### src/shared/pew_pkg.sv
// Constants shared by the parallel EEPROM page-write host controller
package pew_pkg;
    // Bus widths, page size and byte index width
    localparam int ADDR_W = 13;
    localparam int DATA_W = 8;
    localparam int PAGE_BYTES = 64;
    localparam int IDX_W = 6;
    // Clock rate
    localparam int CLK_HZ = 50_000_000;
    localparam int CLK_NS = 20;
    // Strobe timing in ns
    localparam int STROBE_LOW_NS = 200;
    localparam int STROBE_HIGH_NS = 100;
    localparam int READ_ACC_NS = 200;
    localparam int FLOAT_NS = 60;
    // Least times round up to whole cycles
    localparam int STROBE_LOW_CYC = (STROBE_LOW_NS + CLK_NS - 1) / CLK_NS;
    localparam int STROBE_HIGH_CYC = (STROBE_HIGH_NS + CLK_NS - 1) / CLK_NS;
    localparam int READ_ACC_CYC = (READ_ACC_NS + CLK_NS - 1) / CLK_NS + 1;
    localparam int FLOAT_CYC = (FLOAT_NS + CLK_NS - 1) / CLK_NS;
    // Byte load window, longest time in us, rounded down
    localparam int BYTE_LOAD_US = 100;
    localparam int BYTE_LOAD_CYC = BYTE_LOAD_US * (CLK_HZ / 1_000_000);
    // Write cycle time and power-up hold-off, in ms
    localparam int WRITE_CYCLE_MS = 10;
    localparam int POWER_UP_MS = 10;
    localparam int WRITE_CYCLE_CYC = WRITE_CYCLE_MS * (CLK_HZ / 1000);
    localparam int POWER_UP_CYC = POWER_UP_MS * (CLK_HZ / 1000);
    // Protect sequence command pairs, fixed constants
    localparam logic [12:0] PROT_ADDR0 = 13'h1555;
    localparam logic [12:0] PROT_ADDR1 = 13'h0aaa;
    localparam logic [12:0] PROT_ADDR2 = 13'h1555;
    localparam logic [7:0] PROT_DATA0 = 8'haa;
    localparam logic [7:0] PROT_DATA1 = 8'h55;
    localparam logic [7:0] PROT_DATA2 = 8'ha0;
    // Page field position
    localparam int PAGE_LSB = 6;
    // Controller states
    typedef enum logic [3:0] {
        PEW_IDLE = 4'b0000,
        PEW_RD_SETUP = 4'b0001,
        PEW_RD_FLOAT = 4'b0010,
        PEW_WR_LOW = 4'b0011,
        PEW_WR_HIGH = 4'b0100,
        PEW_WR_NEXT = 4'b0101,
        PEW_POLL_RD = 4'b0110,
        PEW_POLL_GAP = 4'b0111,
        PEW_PWRUP = 4'b1000
    } pew_state_e;
endpackage

### src/hdl/pew_host.sv
// Host controller driving a byte-wide parallel EEPROM through its pins
// Operation
// RULE1 - Device drives data when selected, gated, unstrobed
// RULE2 - Device floats data when select or gate high
// RULE3 - Write starts on strobe low, gate high
// RULE4 - Address captured on later falling edge
// RULE5 - Data captured on first rising edge
// RULE6 - Reads during write cycle act as polls
// RULE7 - Programming completes within ten milliseconds
// RULE8 - One to sixty-four bytes per page
// RULE9 - Next byte within hundred microseconds
// RULE10 - Load timeout starts programming
// RULE11 - Page bits stable across one load
// RULE12 - Low bits pick byte, any order
// RULE13 - Only loaded bytes get programmed
// RULE14 - Bit seven inverted until programming ends
// RULE15 - Bit six toggles per read during programming
// RULE16 - Writes blocked ten milliseconds after power-up
// RULE17 - No write while gate low or unstrobed
// RULE18 - Glitches under fifteen ns are ignored
// RULE19 - Every write opens with protect sequence
// RULE20 - Protect sequence bytes are not stored
// RULE21 - Unprotected write times out storing nothing
// RULE22 - Identification area needs high-voltage access pin
// RULE23 - Protect commands held as constants
// RULE24 - Small state machine sequences the accesses
`timescale 1ns/1ps
`default_nettype none
module pew_host #(
    parameter int WRITE_CYCLE_CYCLES = pew_pkg::WRITE_CYCLE_CYC,
    parameter int POWER_UP_CYCLES = pew_pkg::POWER_UP_CYC
) (
    input wire logic mclk,
    input wire logic nrst,
    // User request side
    input wire logic rd_req,
    input wire logic wr_req,
    input wire logic id_sel,
    input wire logic [12:0] req_addr,
    input wire logic [7:0] req_data,
    input wire logic req_last,
    output logic req_ready,
    output logic rd_valid,
    output logic [7:0] rd_data,
    output logic wr_done,
    output logic busy,
    // Device pins
    output logic [12:0] address_lines,
    output logic [7:0] data_lines_out,
    output logic data_lines_oe_n,
    input wire logic [7:0] data_lines_in,
    output logic chip_select_low,
    output logic output_gate_low,
    output logic write_strobe_low,
    output logic id_access_pin
);
    pew_pkg::pew_state_e state;
    logic [15:0] tmr;          // Strobe and access phase timer
    logic [12:0] load_tmr;     // Byte load window watchdog
    logic [23:0] wc_tmr;       // Write cycle ceiling
    logic [1:0] prot_idx;      // Protect commands still to send
    logic [6:0] page_tag;      // Page of the current load
    logic [6:0] load_cnt;      // Bytes loaded into this page
    logic [7:0] last_data;     // Last byte written, for polling
    logic page_open;           // Load in progress
    logic poll_done;           // Last poll saw true bit seven and steady bit six
    logic [12:0] cur_addr;
    logic [7:0] cur_data;

    // Protect sequence command lookup, used for both address and data
    function automatic logic [20:0] prot_cmd(input logic [1:0] i);
        unique case (i)
            2'd0: prot_cmd = {pew_pkg::PROT_ADDR0, pew_pkg::PROT_DATA0}; // RULE23
            2'd1: prot_cmd = {pew_pkg::PROT_ADDR1, pew_pkg::PROT_DATA1};
            default: prot_cmd = {pew_pkg::PROT_ADDR2, pew_pkg::PROT_DATA2};
        endcase
    endfunction

    // Same-page check; a foreign page must close the current load first
    wire logic same_page = page_open &&
        (req_addr[12:pew_pkg::PAGE_LSB] == page_tag) &&
        (load_cnt < 7'(pew_pkg::PAGE_BYTES)); // RULE11 RULE8

    // Main sequencer, one access at a time
    always_ff @(posedge mclk) begin
        if (!nrst) begin
            state <= pew_pkg::PEW_PWRUP;
            tmr <= '0;
            wc_tmr <= '0;
            prot_idx <= '0;
            page_open <= 1'b0;
            poll_done <= 1'b0;
            page_tag <= '0;
            load_cnt <= '0;
            last_data <= '0;
            cur_addr <= '0;
            cur_data <= '0;
            req_ready <= 1'b0;
            rd_valid <= 1'b0;
            rd_data <= '0;
            wr_done <= 1'b0;
            busy <= 1'b1;
            address_lines <= '0;
            data_lines_out <= '0;
            data_lines_oe_n <= 1'b1;
            chip_select_low <= 1'b1;
            output_gate_low <= 1'b1;
            write_strobe_low <= 1'b1;
            id_access_pin <= 1'b0;
        end else begin
            rd_valid <= 1'b0;
            wr_done <= 1'b0;
            req_ready <= 1'b0;
            tmr <= tmr + 16'd1;
            unique case (state)
                // Hold off writes after power-up
                pew_pkg::PEW_PWRUP: begin
                    if (wc_tmr >= 24'(POWER_UP_CYCLES - 1)) begin // RULE16
                        state <= pew_pkg::PEW_IDLE;
                        busy <= 1'b0;
                        wc_tmr <= '0;
                    end else begin
                        wc_tmr <= wc_tmr + 24'd1;
                    end
                end
                pew_pkg::PEW_IDLE: begin
                    tmr <= '0;
                    if (page_open && (load_tmr == '0 ||
                        (wr_req && !same_page) || rd_req)) begin
                        // Load over: let the device program, then poll
                        page_open <= 1'b0; // RULE10
                        busy <= 1'b1;
                        wc_tmr <= '0;
                        state <= pew_pkg::PEW_POLL_RD; // RULE6
                    end else if (wr_req) begin
                        busy <= 1'b1;
                        req_ready <= 1'b1;
                        cur_addr <= req_addr;
                        cur_data <= req_data;
                        id_access_pin <= id_sel; // RULE22
                        if (!page_open) begin
                            // Each page load opens with the protect commands
                            prot_idx <= 2'd3; // RULE19
                            page_tag <= req_addr[12:pew_pkg::PAGE_LSB];
                            load_cnt <= '0;
                            {address_lines, data_lines_out} <= prot_cmd(2'd0);
                        end else begin
                            address_lines <= req_addr; // RULE12
                            data_lines_out <= req_data;
                        end
                        page_open <= 1'b1;
                        data_lines_oe_n <= 1'b0;
                        output_gate_low <= 1'b1; // RULE17
                        state <= pew_pkg::PEW_WR_LOW;
                    end else if (rd_req) begin
                        busy <= 1'b1;
                        req_ready <= 1'b1;
                        id_access_pin <= id_sel;
                        address_lines <= req_addr;
                        data_lines_oe_n <= 1'b1; // RULE2
                        chip_select_low <= 1'b0;
                        output_gate_low <= 1'b0; // RULE1
                        state <= pew_pkg::PEW_RD_SETUP;
                    end
                end
                // Strobe low long enough to clear the noise filter
                pew_pkg::PEW_WR_LOW: begin
                    chip_select_low <= 1'b0;
                    write_strobe_low <= 1'b0; // RULE3 RULE4
                    if (tmr >= 16'(pew_pkg::STROBE_LOW_CYC)) begin // RULE18
                        write_strobe_low <= 1'b1; // RULE5
                        tmr <= '0;
                        state <= pew_pkg::PEW_WR_HIGH;
                    end
                end
                pew_pkg::PEW_WR_HIGH: begin
                    chip_select_low <= 1'b1;
                    if (tmr >= 16'(pew_pkg::STROBE_HIGH_CYC)) begin
                        tmr <= '0;
                        state <= pew_pkg::PEW_WR_NEXT;
                    end
                end
                // Step through protect commands, then the user byte
                pew_pkg::PEW_WR_NEXT: begin
                    // Fresh count, else the next strobe comes out one cycle short
                    tmr <= '0;
                    if (prot_idx != 2'd0) begin
                        prot_idx <= prot_idx - 2'd1; // RULE20
                        if (prot_idx == 2'd1) begin
                            {address_lines, data_lines_out} <= {cur_addr, cur_data};
                        end else begin
                            {address_lines, data_lines_out} <= prot_cmd(2'(3'd4 - 3'(prot_idx)));
                        end
                        state <= pew_pkg::PEW_WR_LOW;
                    end else begin
                        last_data <= cur_data; // RULE14
                        load_cnt <= load_cnt + 7'd1; // RULE13
                        data_lines_oe_n <= 1'b1;
                        wr_done <= 1'b1;
                        if (req_last || load_cnt == 7'(pew_pkg::PAGE_BYTES - 1)) begin
                            page_open <= 1'b0;
                            wc_tmr <= '0;
                            state <= pew_pkg::PEW_POLL_RD;
                        end else begin
                            busy <= 1'b0;
                            state <= pew_pkg::PEW_IDLE;
                        end
                    end
                end
                pew_pkg::PEW_RD_SETUP: begin
                    if (tmr >= 16'(pew_pkg::READ_ACC_CYC)) begin
                        rd_data <= data_lines_in;
                        rd_valid <= 1'b1;
                        chip_select_low <= 1'b1;
                        output_gate_low <= 1'b1;
                        tmr <= '0;
                        state <= pew_pkg::PEW_RD_FLOAT;
                    end
                end
                // Let the device release the bus before anything else
                pew_pkg::PEW_RD_FLOAT: begin
                    if (tmr >= 16'(pew_pkg::FLOAT_CYC)) begin
                        busy <= 1'b0;
                        state <= pew_pkg::PEW_IDLE;
                    end
                end
                // Status poll: bit seven true and bit six steady means done
                pew_pkg::PEW_POLL_RD: begin
                    wc_tmr <= wc_tmr + 24'd1;
                    chip_select_low <= 1'b0;
                    output_gate_low <= 1'b0;
                    address_lines <= cur_addr;
                    data_lines_oe_n <= 1'b1;
                    if (tmr >= 16'(pew_pkg::READ_ACC_CYC)) begin
                        rd_data <= data_lines_in;
                        // Bit six is judged against the previous read sample, never the idle bus
                        poll_done <= (data_lines_in[7] == last_data[7]) &&
                            (data_lines_in[6] == rd_data[6]); // RULE14 RULE15
                        chip_select_low <= 1'b1;
                        output_gate_low <= 1'b1;
                        tmr <= '0;
                        state <= pew_pkg::PEW_POLL_GAP;
                    end
                end
                pew_pkg::PEW_POLL_GAP: begin
                    wc_tmr <= wc_tmr + 24'd1;
                    if (tmr >= 16'(pew_pkg::FLOAT_CYC)) begin
                        tmr <= '0;
                        // Done on true bit seven and no toggle, or ceiling hit
                        if (poll_done || // RULE14 RULE15
                            wc_tmr >= 24'(WRITE_CYCLE_CYCLES)) begin // RULE7 RULE21
                            busy <= 1'b0;
                            id_access_pin <= 1'b0;
                            state <= pew_pkg::PEW_IDLE;
                        end else begin
                            state <= pew_pkg::PEW_POLL_RD;
                        end
                    end
                end
                default: state <= pew_pkg::PEW_IDLE;
            endcase
        end
    end

    // Byte load window: restarts on every loaded byte
    always_ff @(posedge mclk) begin
        if (!nrst) begin
            load_tmr <= '0;
        end else if (state == pew_pkg::PEW_WR_NEXT) begin
            // Margin so the host always beats the device's window
            load_tmr <= 13'(pew_pkg::BYTE_LOAD_CYC / 2); // RULE9
        end else if (load_tmr != '0) begin
            load_tmr <= load_tmr - 13'd1;
        end
    end
endmodule
`default_nettype wire

### config.mk
export PLATFORM = sky130hd
export DESIGN_NAME = pew_host
export DESIGN_NICKNAME = d
export VERILOG_FILES = /design/src/shared/pew_pkg.sv /design/src/hdl/pew_host.sv
export SDC_FILE = /design/constraint.sdc
export NUM_CORES = 1
export LEC_CHECK = 0
export BUFFER_PORTS_ARGS = -buffer_cell sky130_fd_sc_hd__buf_4
export CORE_MARGIN = 4
export CORE_UTILIZATION = 61
export CTS_CLUSTER_SIZE = 14
export DETAILED_ROUTE_END_ITERATION = 16
export PLACE_DENSITY = 0.92
export SLEW_MARGIN = 20
export SYNTH_ARGS = -nofsm -noshare
export SYNTH_HDL_FRONTEND = slang
export SYNTH_SLANG_ARGS = --single-unit
### constraint.sdc
create_clock -name mclk -period 5.5 [get_ports mclk]
set_input_delay 0.275 -clock mclk [delete_from_list [all_inputs] [get_ports mclk]]
set_output_delay 0.275 -clock mclk [all_outputs]
set_load 0.03 [all_outputs]
==> summary.md <==
| Metric | Value |
|---|---|
| CP bufs+invs | `1` |
| Placed cell count | `approximately 1000` |
| H-tree levels | `4` |
| Synth top area cells | `dfxtp_1 (40%), nand2_1 (5.8%), nor2_1 (5.1%), mux2i_1 (4.5%), a21oi_1 (4.0%)` |
| GRT Overall Usage | `~28%` |
| P_leak | `between 3 and 4 nW` |
| Vias in the first global route | `roughly 6000` |
| Layout net count | `931` |
| FP Rows | `37` |
| Wire per inst | `~17 um` |
| Worst-Skew Late Latency | `~0.55 ns` |
| Clock sink total | `approximately 140` |
| Post-synth EDFFs | `0` |
| Num ports | `73` |
| Starting Density | `between 60% and 70%` |
| Clk_skew | `a little under 0.01 ns` |
| Synth area leader | `dfxtp_1` |
| Clock root cell | `clkbuf_8` |
| Final hold viol count | `0` |
| Gate power share | `31.1%` |
| Worst-path clk slew | `around 0.060 ns` |
| Highest-count cells in the layout ignoring fill and taps | `dfxtp_1 (135), nand2_1 (103), nor2_1 (91), buf_4 (76), a21oi_1 (53)` |
| Worst path depth | `8` |
| Slew HR | `a little under 30%` |
| Maximum clock insertion buffer count | `2` |
| Setup crit start kind | `flop` |
| Synthesized area | `between 0.006 and 0.007 sq mm` |
| Critical path's slowest cell | `dfxtp_1` |
| Critical R2R Launch | `state[2]$_SDFFE_PN0P_` |
| CORE AREA | `0.0105 sq mm` |
| Max Slew Vio Count | `0` |
| Ys flop type | `dfxtp_1` |
| Final period util | `around 66%` |
| Critical-path cell list | `nor4bb_1 > buf_4 > nand2_1 > o21ai_0 > o31a_1 > nand4_2 > or4b_1 > o21ai_1` |
| Register area share after synthesis | `between 40% and 50%` |
| Crit path kind | `reg -> reg` |
| Die W | `113 um` |
| FFs w/ async S/R, synth | `0%` |
| R2R cell count | `8` |
| Die Span Y | `113 um` |
| Hold depth | `3` |
| Synthesized flop and latch total | `between 100 and 150` |
| # setup viols final | `0` |
| Delay-heaviest family, CP | `simple AND/OR/NAND/NOR gates` |
| Antenna Nets Post-Route | `0` |
| Slew @ Worst Pin | `about 1.1 ns` |
| Drt drc | `0` |
| DR vias | `about 6500` |
| Warnings, synthesis | `0` |
| Sequential power share | `a little over a third` |
| First-pass GRT wire length | `between 20000 and 30000 um` |
| Post-synth net total | `between 800 and 900` |
| Die ar. | `about 0.013 sq mm` |
| Fmax | `between 0.2 and 0.3 GHz` |
| HP Class | `in -> reg` |
| Vias per inst | `~6.3` |
| Layout cells sized above 1 | `about 15%` |
| Worst R2R End | `wc_tmr[16]$_SDFFE_PN0P_` |
| Synth top area share | `around two fifths` |
| WP data arrival | `a little over 4 ns` |
| Post-CTS Repair Setup Buffers | `0` |
| Number of buffers created by CTS | `17` |
| MaxCap Viol Count | `0` |
| R2R Setup Slk | `~1.9 ns` |
| DRT Pass-1 Iters | `5` |
| Mean post-synth cell area | `about 8.2 sq um` |
| Drt total wl | `roughly 18000 um` |
| Hold Path End | `cur_addr[4]$_SDFFE_PN0P_` |
| CP max stage delay | `around 0.80 ns` |
| Initial antenna violation count | `0` |
| RD Place Congestion | `roughly 0.95` |
| Remaining Overflow, GRT | `0` |
| Layout Cells excl Fill | `roughly 1000` |
| Largest net degree at the start of global routing | `56` |
| WP data required | `5.98 ns` |
| Inserted Diodes | `0` |
| Hold_sp | `req_addr[4]` |
| Placed wire-length estimate | `11000 um` |
| Crit end category | `flop` |
| Commonest non-fill, non-tap cell in the layout | `dfxtp_1` |
| CTS tree | `yes` |
| Clock power frac | `between 30% and 40%` |
| IO buf count | `slightly above 70` |
| CP Max Fanout | `26` |
| Fillers | `700` |
| PwrDens | `~430 mW/mm^2` |
| Outcome | `complete, no violations` |
| VDD IR max | `0.306 mV` |
| Post-route setup TNS | `0 ns` |
| P_sw | `roughly 0.0013 W` |
| Final Critical Period | `3.63 ns` |
| Synthesis-to-finish area growth | `21.3%` |
| Post-Synthesis Cells | `roughly 800` |
| RSZ-0062 raised after global routing | `false` |
| Switching Fraction | `approximately 37%` |
| Synth cell types | `66` |
| First-iteration detailed-routing DRC count | `around 890` |
| Internal power | `0.00220 W` |
==> cell families (layout without fill, tap and decap cells) <==
kind of cell / Yosys count / in the layout / synth area share [%]
AOI/OAI and AO/OA: 184 / 184 / 18.5
and+or+nand+nor: 348 / 348 / 25.7
DFF: 135 / 135 / 40.5
buffers and inverters: 64 / 152 / 3.82
adders and majority gates: 12 / 12 / 2.25
muxes: 30 / 30 / 4.50
xor gates and xnor gates: 36 / 36 / 4.72
==> power groups by stage <==
stage          registers [W]  logic (W)  clock network (W)
2_1_floorplan        0.00129   0.000744                  0
3_3_place_gp         0.00126    0.00100                  0
3_5_place_dp         0.00126    0.00102                  0
4_1_cts              0.00125    0.00105            0.00115
5_1_grt              0.00127    0.00118            0.00118
6_report             0.00125    0.00108            0.00114
==> tightest hold or removal path: cells and delay by family <==
family                 cells  cell delay (ns)
buffers and inverters      1             0.10
muxes                      1             0.09
and+or+nand+nor            1             0.09
==> metal layers <==
layer	part of all wire (%)	vias to the layer above	GRT usage (%)
li1	-	3072	-
met5	0	-	0
met1	41	3038	34.3
met4	2.6	0	11.5
met3	8.3	40	8.73
met2	48	312	47.0
==> per-stage QoR <==
step	worst slack, ns	util [%]	instance area, sq um	total power [W]	hold slack (ns)
2_1_floorplan	3.03	-	6670	0.00203	0.411
3_3_place_gp	2.14	68.8	7230	0.00226	0.444
3_5_place_dp	2.02	68.8	7230	0.00229	0.451
4_1_cts	1.90	77.1	8100	0.00344	0.0215
5_1_grt	1.63	77.1	8100	0.00363	0.0258
6_report	1.87	77.1	8100	0.00347	0.0401
==> sequential cells by signal (all words and copies together) (netlist names), 2 cells and up <==
signal and cells:
wc_tmr 24, address_lines 13, prot_idx 2, data_lines_out 8, cur_addr 13, load_cnt 7
rd_data 8, load_tmr 13, tmr 16, cur_data 8, state 4, page_tag 7
==> layout make-up <==
cell class	count	area, sq um	share of cell area (%)
sequential	135	2700	33.4
tap	136	170	2.10
inverter	17	63.8	0.788
clock buffer	20	455	5.62
clock inverter	12	143	1.76
multi-input combinational	610	3720	46.0
timing repair buffer	103	841	10.4
==> worst max-delay path by stage <==
stage	from	endpoint	slack, ns
floorplan	wc_tmr[10]$_SDFFE_PN0P_	wc_tmr[1]$_SDFFE_PN0P_	3.03
CTS	state[2]$_SDFFE_PN0P_	wc_tmr[16]$_SDFFE_PN0P_	1.90
global placement	state[2]$_SDFFE_PN0P_	wc_tmr[16]$_SDFFE_PN0P_	2.14
finish	state[2]$_SDFFE_PN0P_	wc_tmr[16]$_SDFFE_PN0P_	1.87
global route	state[2]$_SDFFE_PN0P_	wc_tmr[16]$_SDFFE_PN0P_	1.63
detailed placement	state[2]$_SDFFE_PN0P_	wc_tmr[16]$_SDFFE_PN0P_	2.02
==> cells in the mapped netlist, types with 3 or more instances <==
cell type  count
o21ai_0       31
a21oi_1       53
nor3_1        17
nor3_2         3
clkbuf_1      39
nor2b_1        9
nand4_1       11
nand2b_1       4
or2_2          6
a31oi_1       10
a211oi_1       9
inv_1         16
nor4_1        12
nand3b_1       7
o21a_1         5
a221oi_1       7
dfxtp_1      135
xor2_1        21
a41oi_1        6
and4_1        10
mux2i_1       30
o211ai_1       3
or3_1          9
buf_1          3
nand2_1      103
a31o_2         9
o41ai_1        8
nand3_1       34
and2_1         5
ha_1          12
xnor2_1       15
o31a_1         3
and3_1        12
o31ai_1       18
buf_2          3
nor2_1        91
==> what timing repair did <==
item | in CTS | in global routing
hold buffers | 27 | 0
resized for setup | 0 | 0
endpoints found under the hold margin | 31 | 0
endpoints found under the setup margin | 0 | 0
Power figures use the tool's default switching activity.
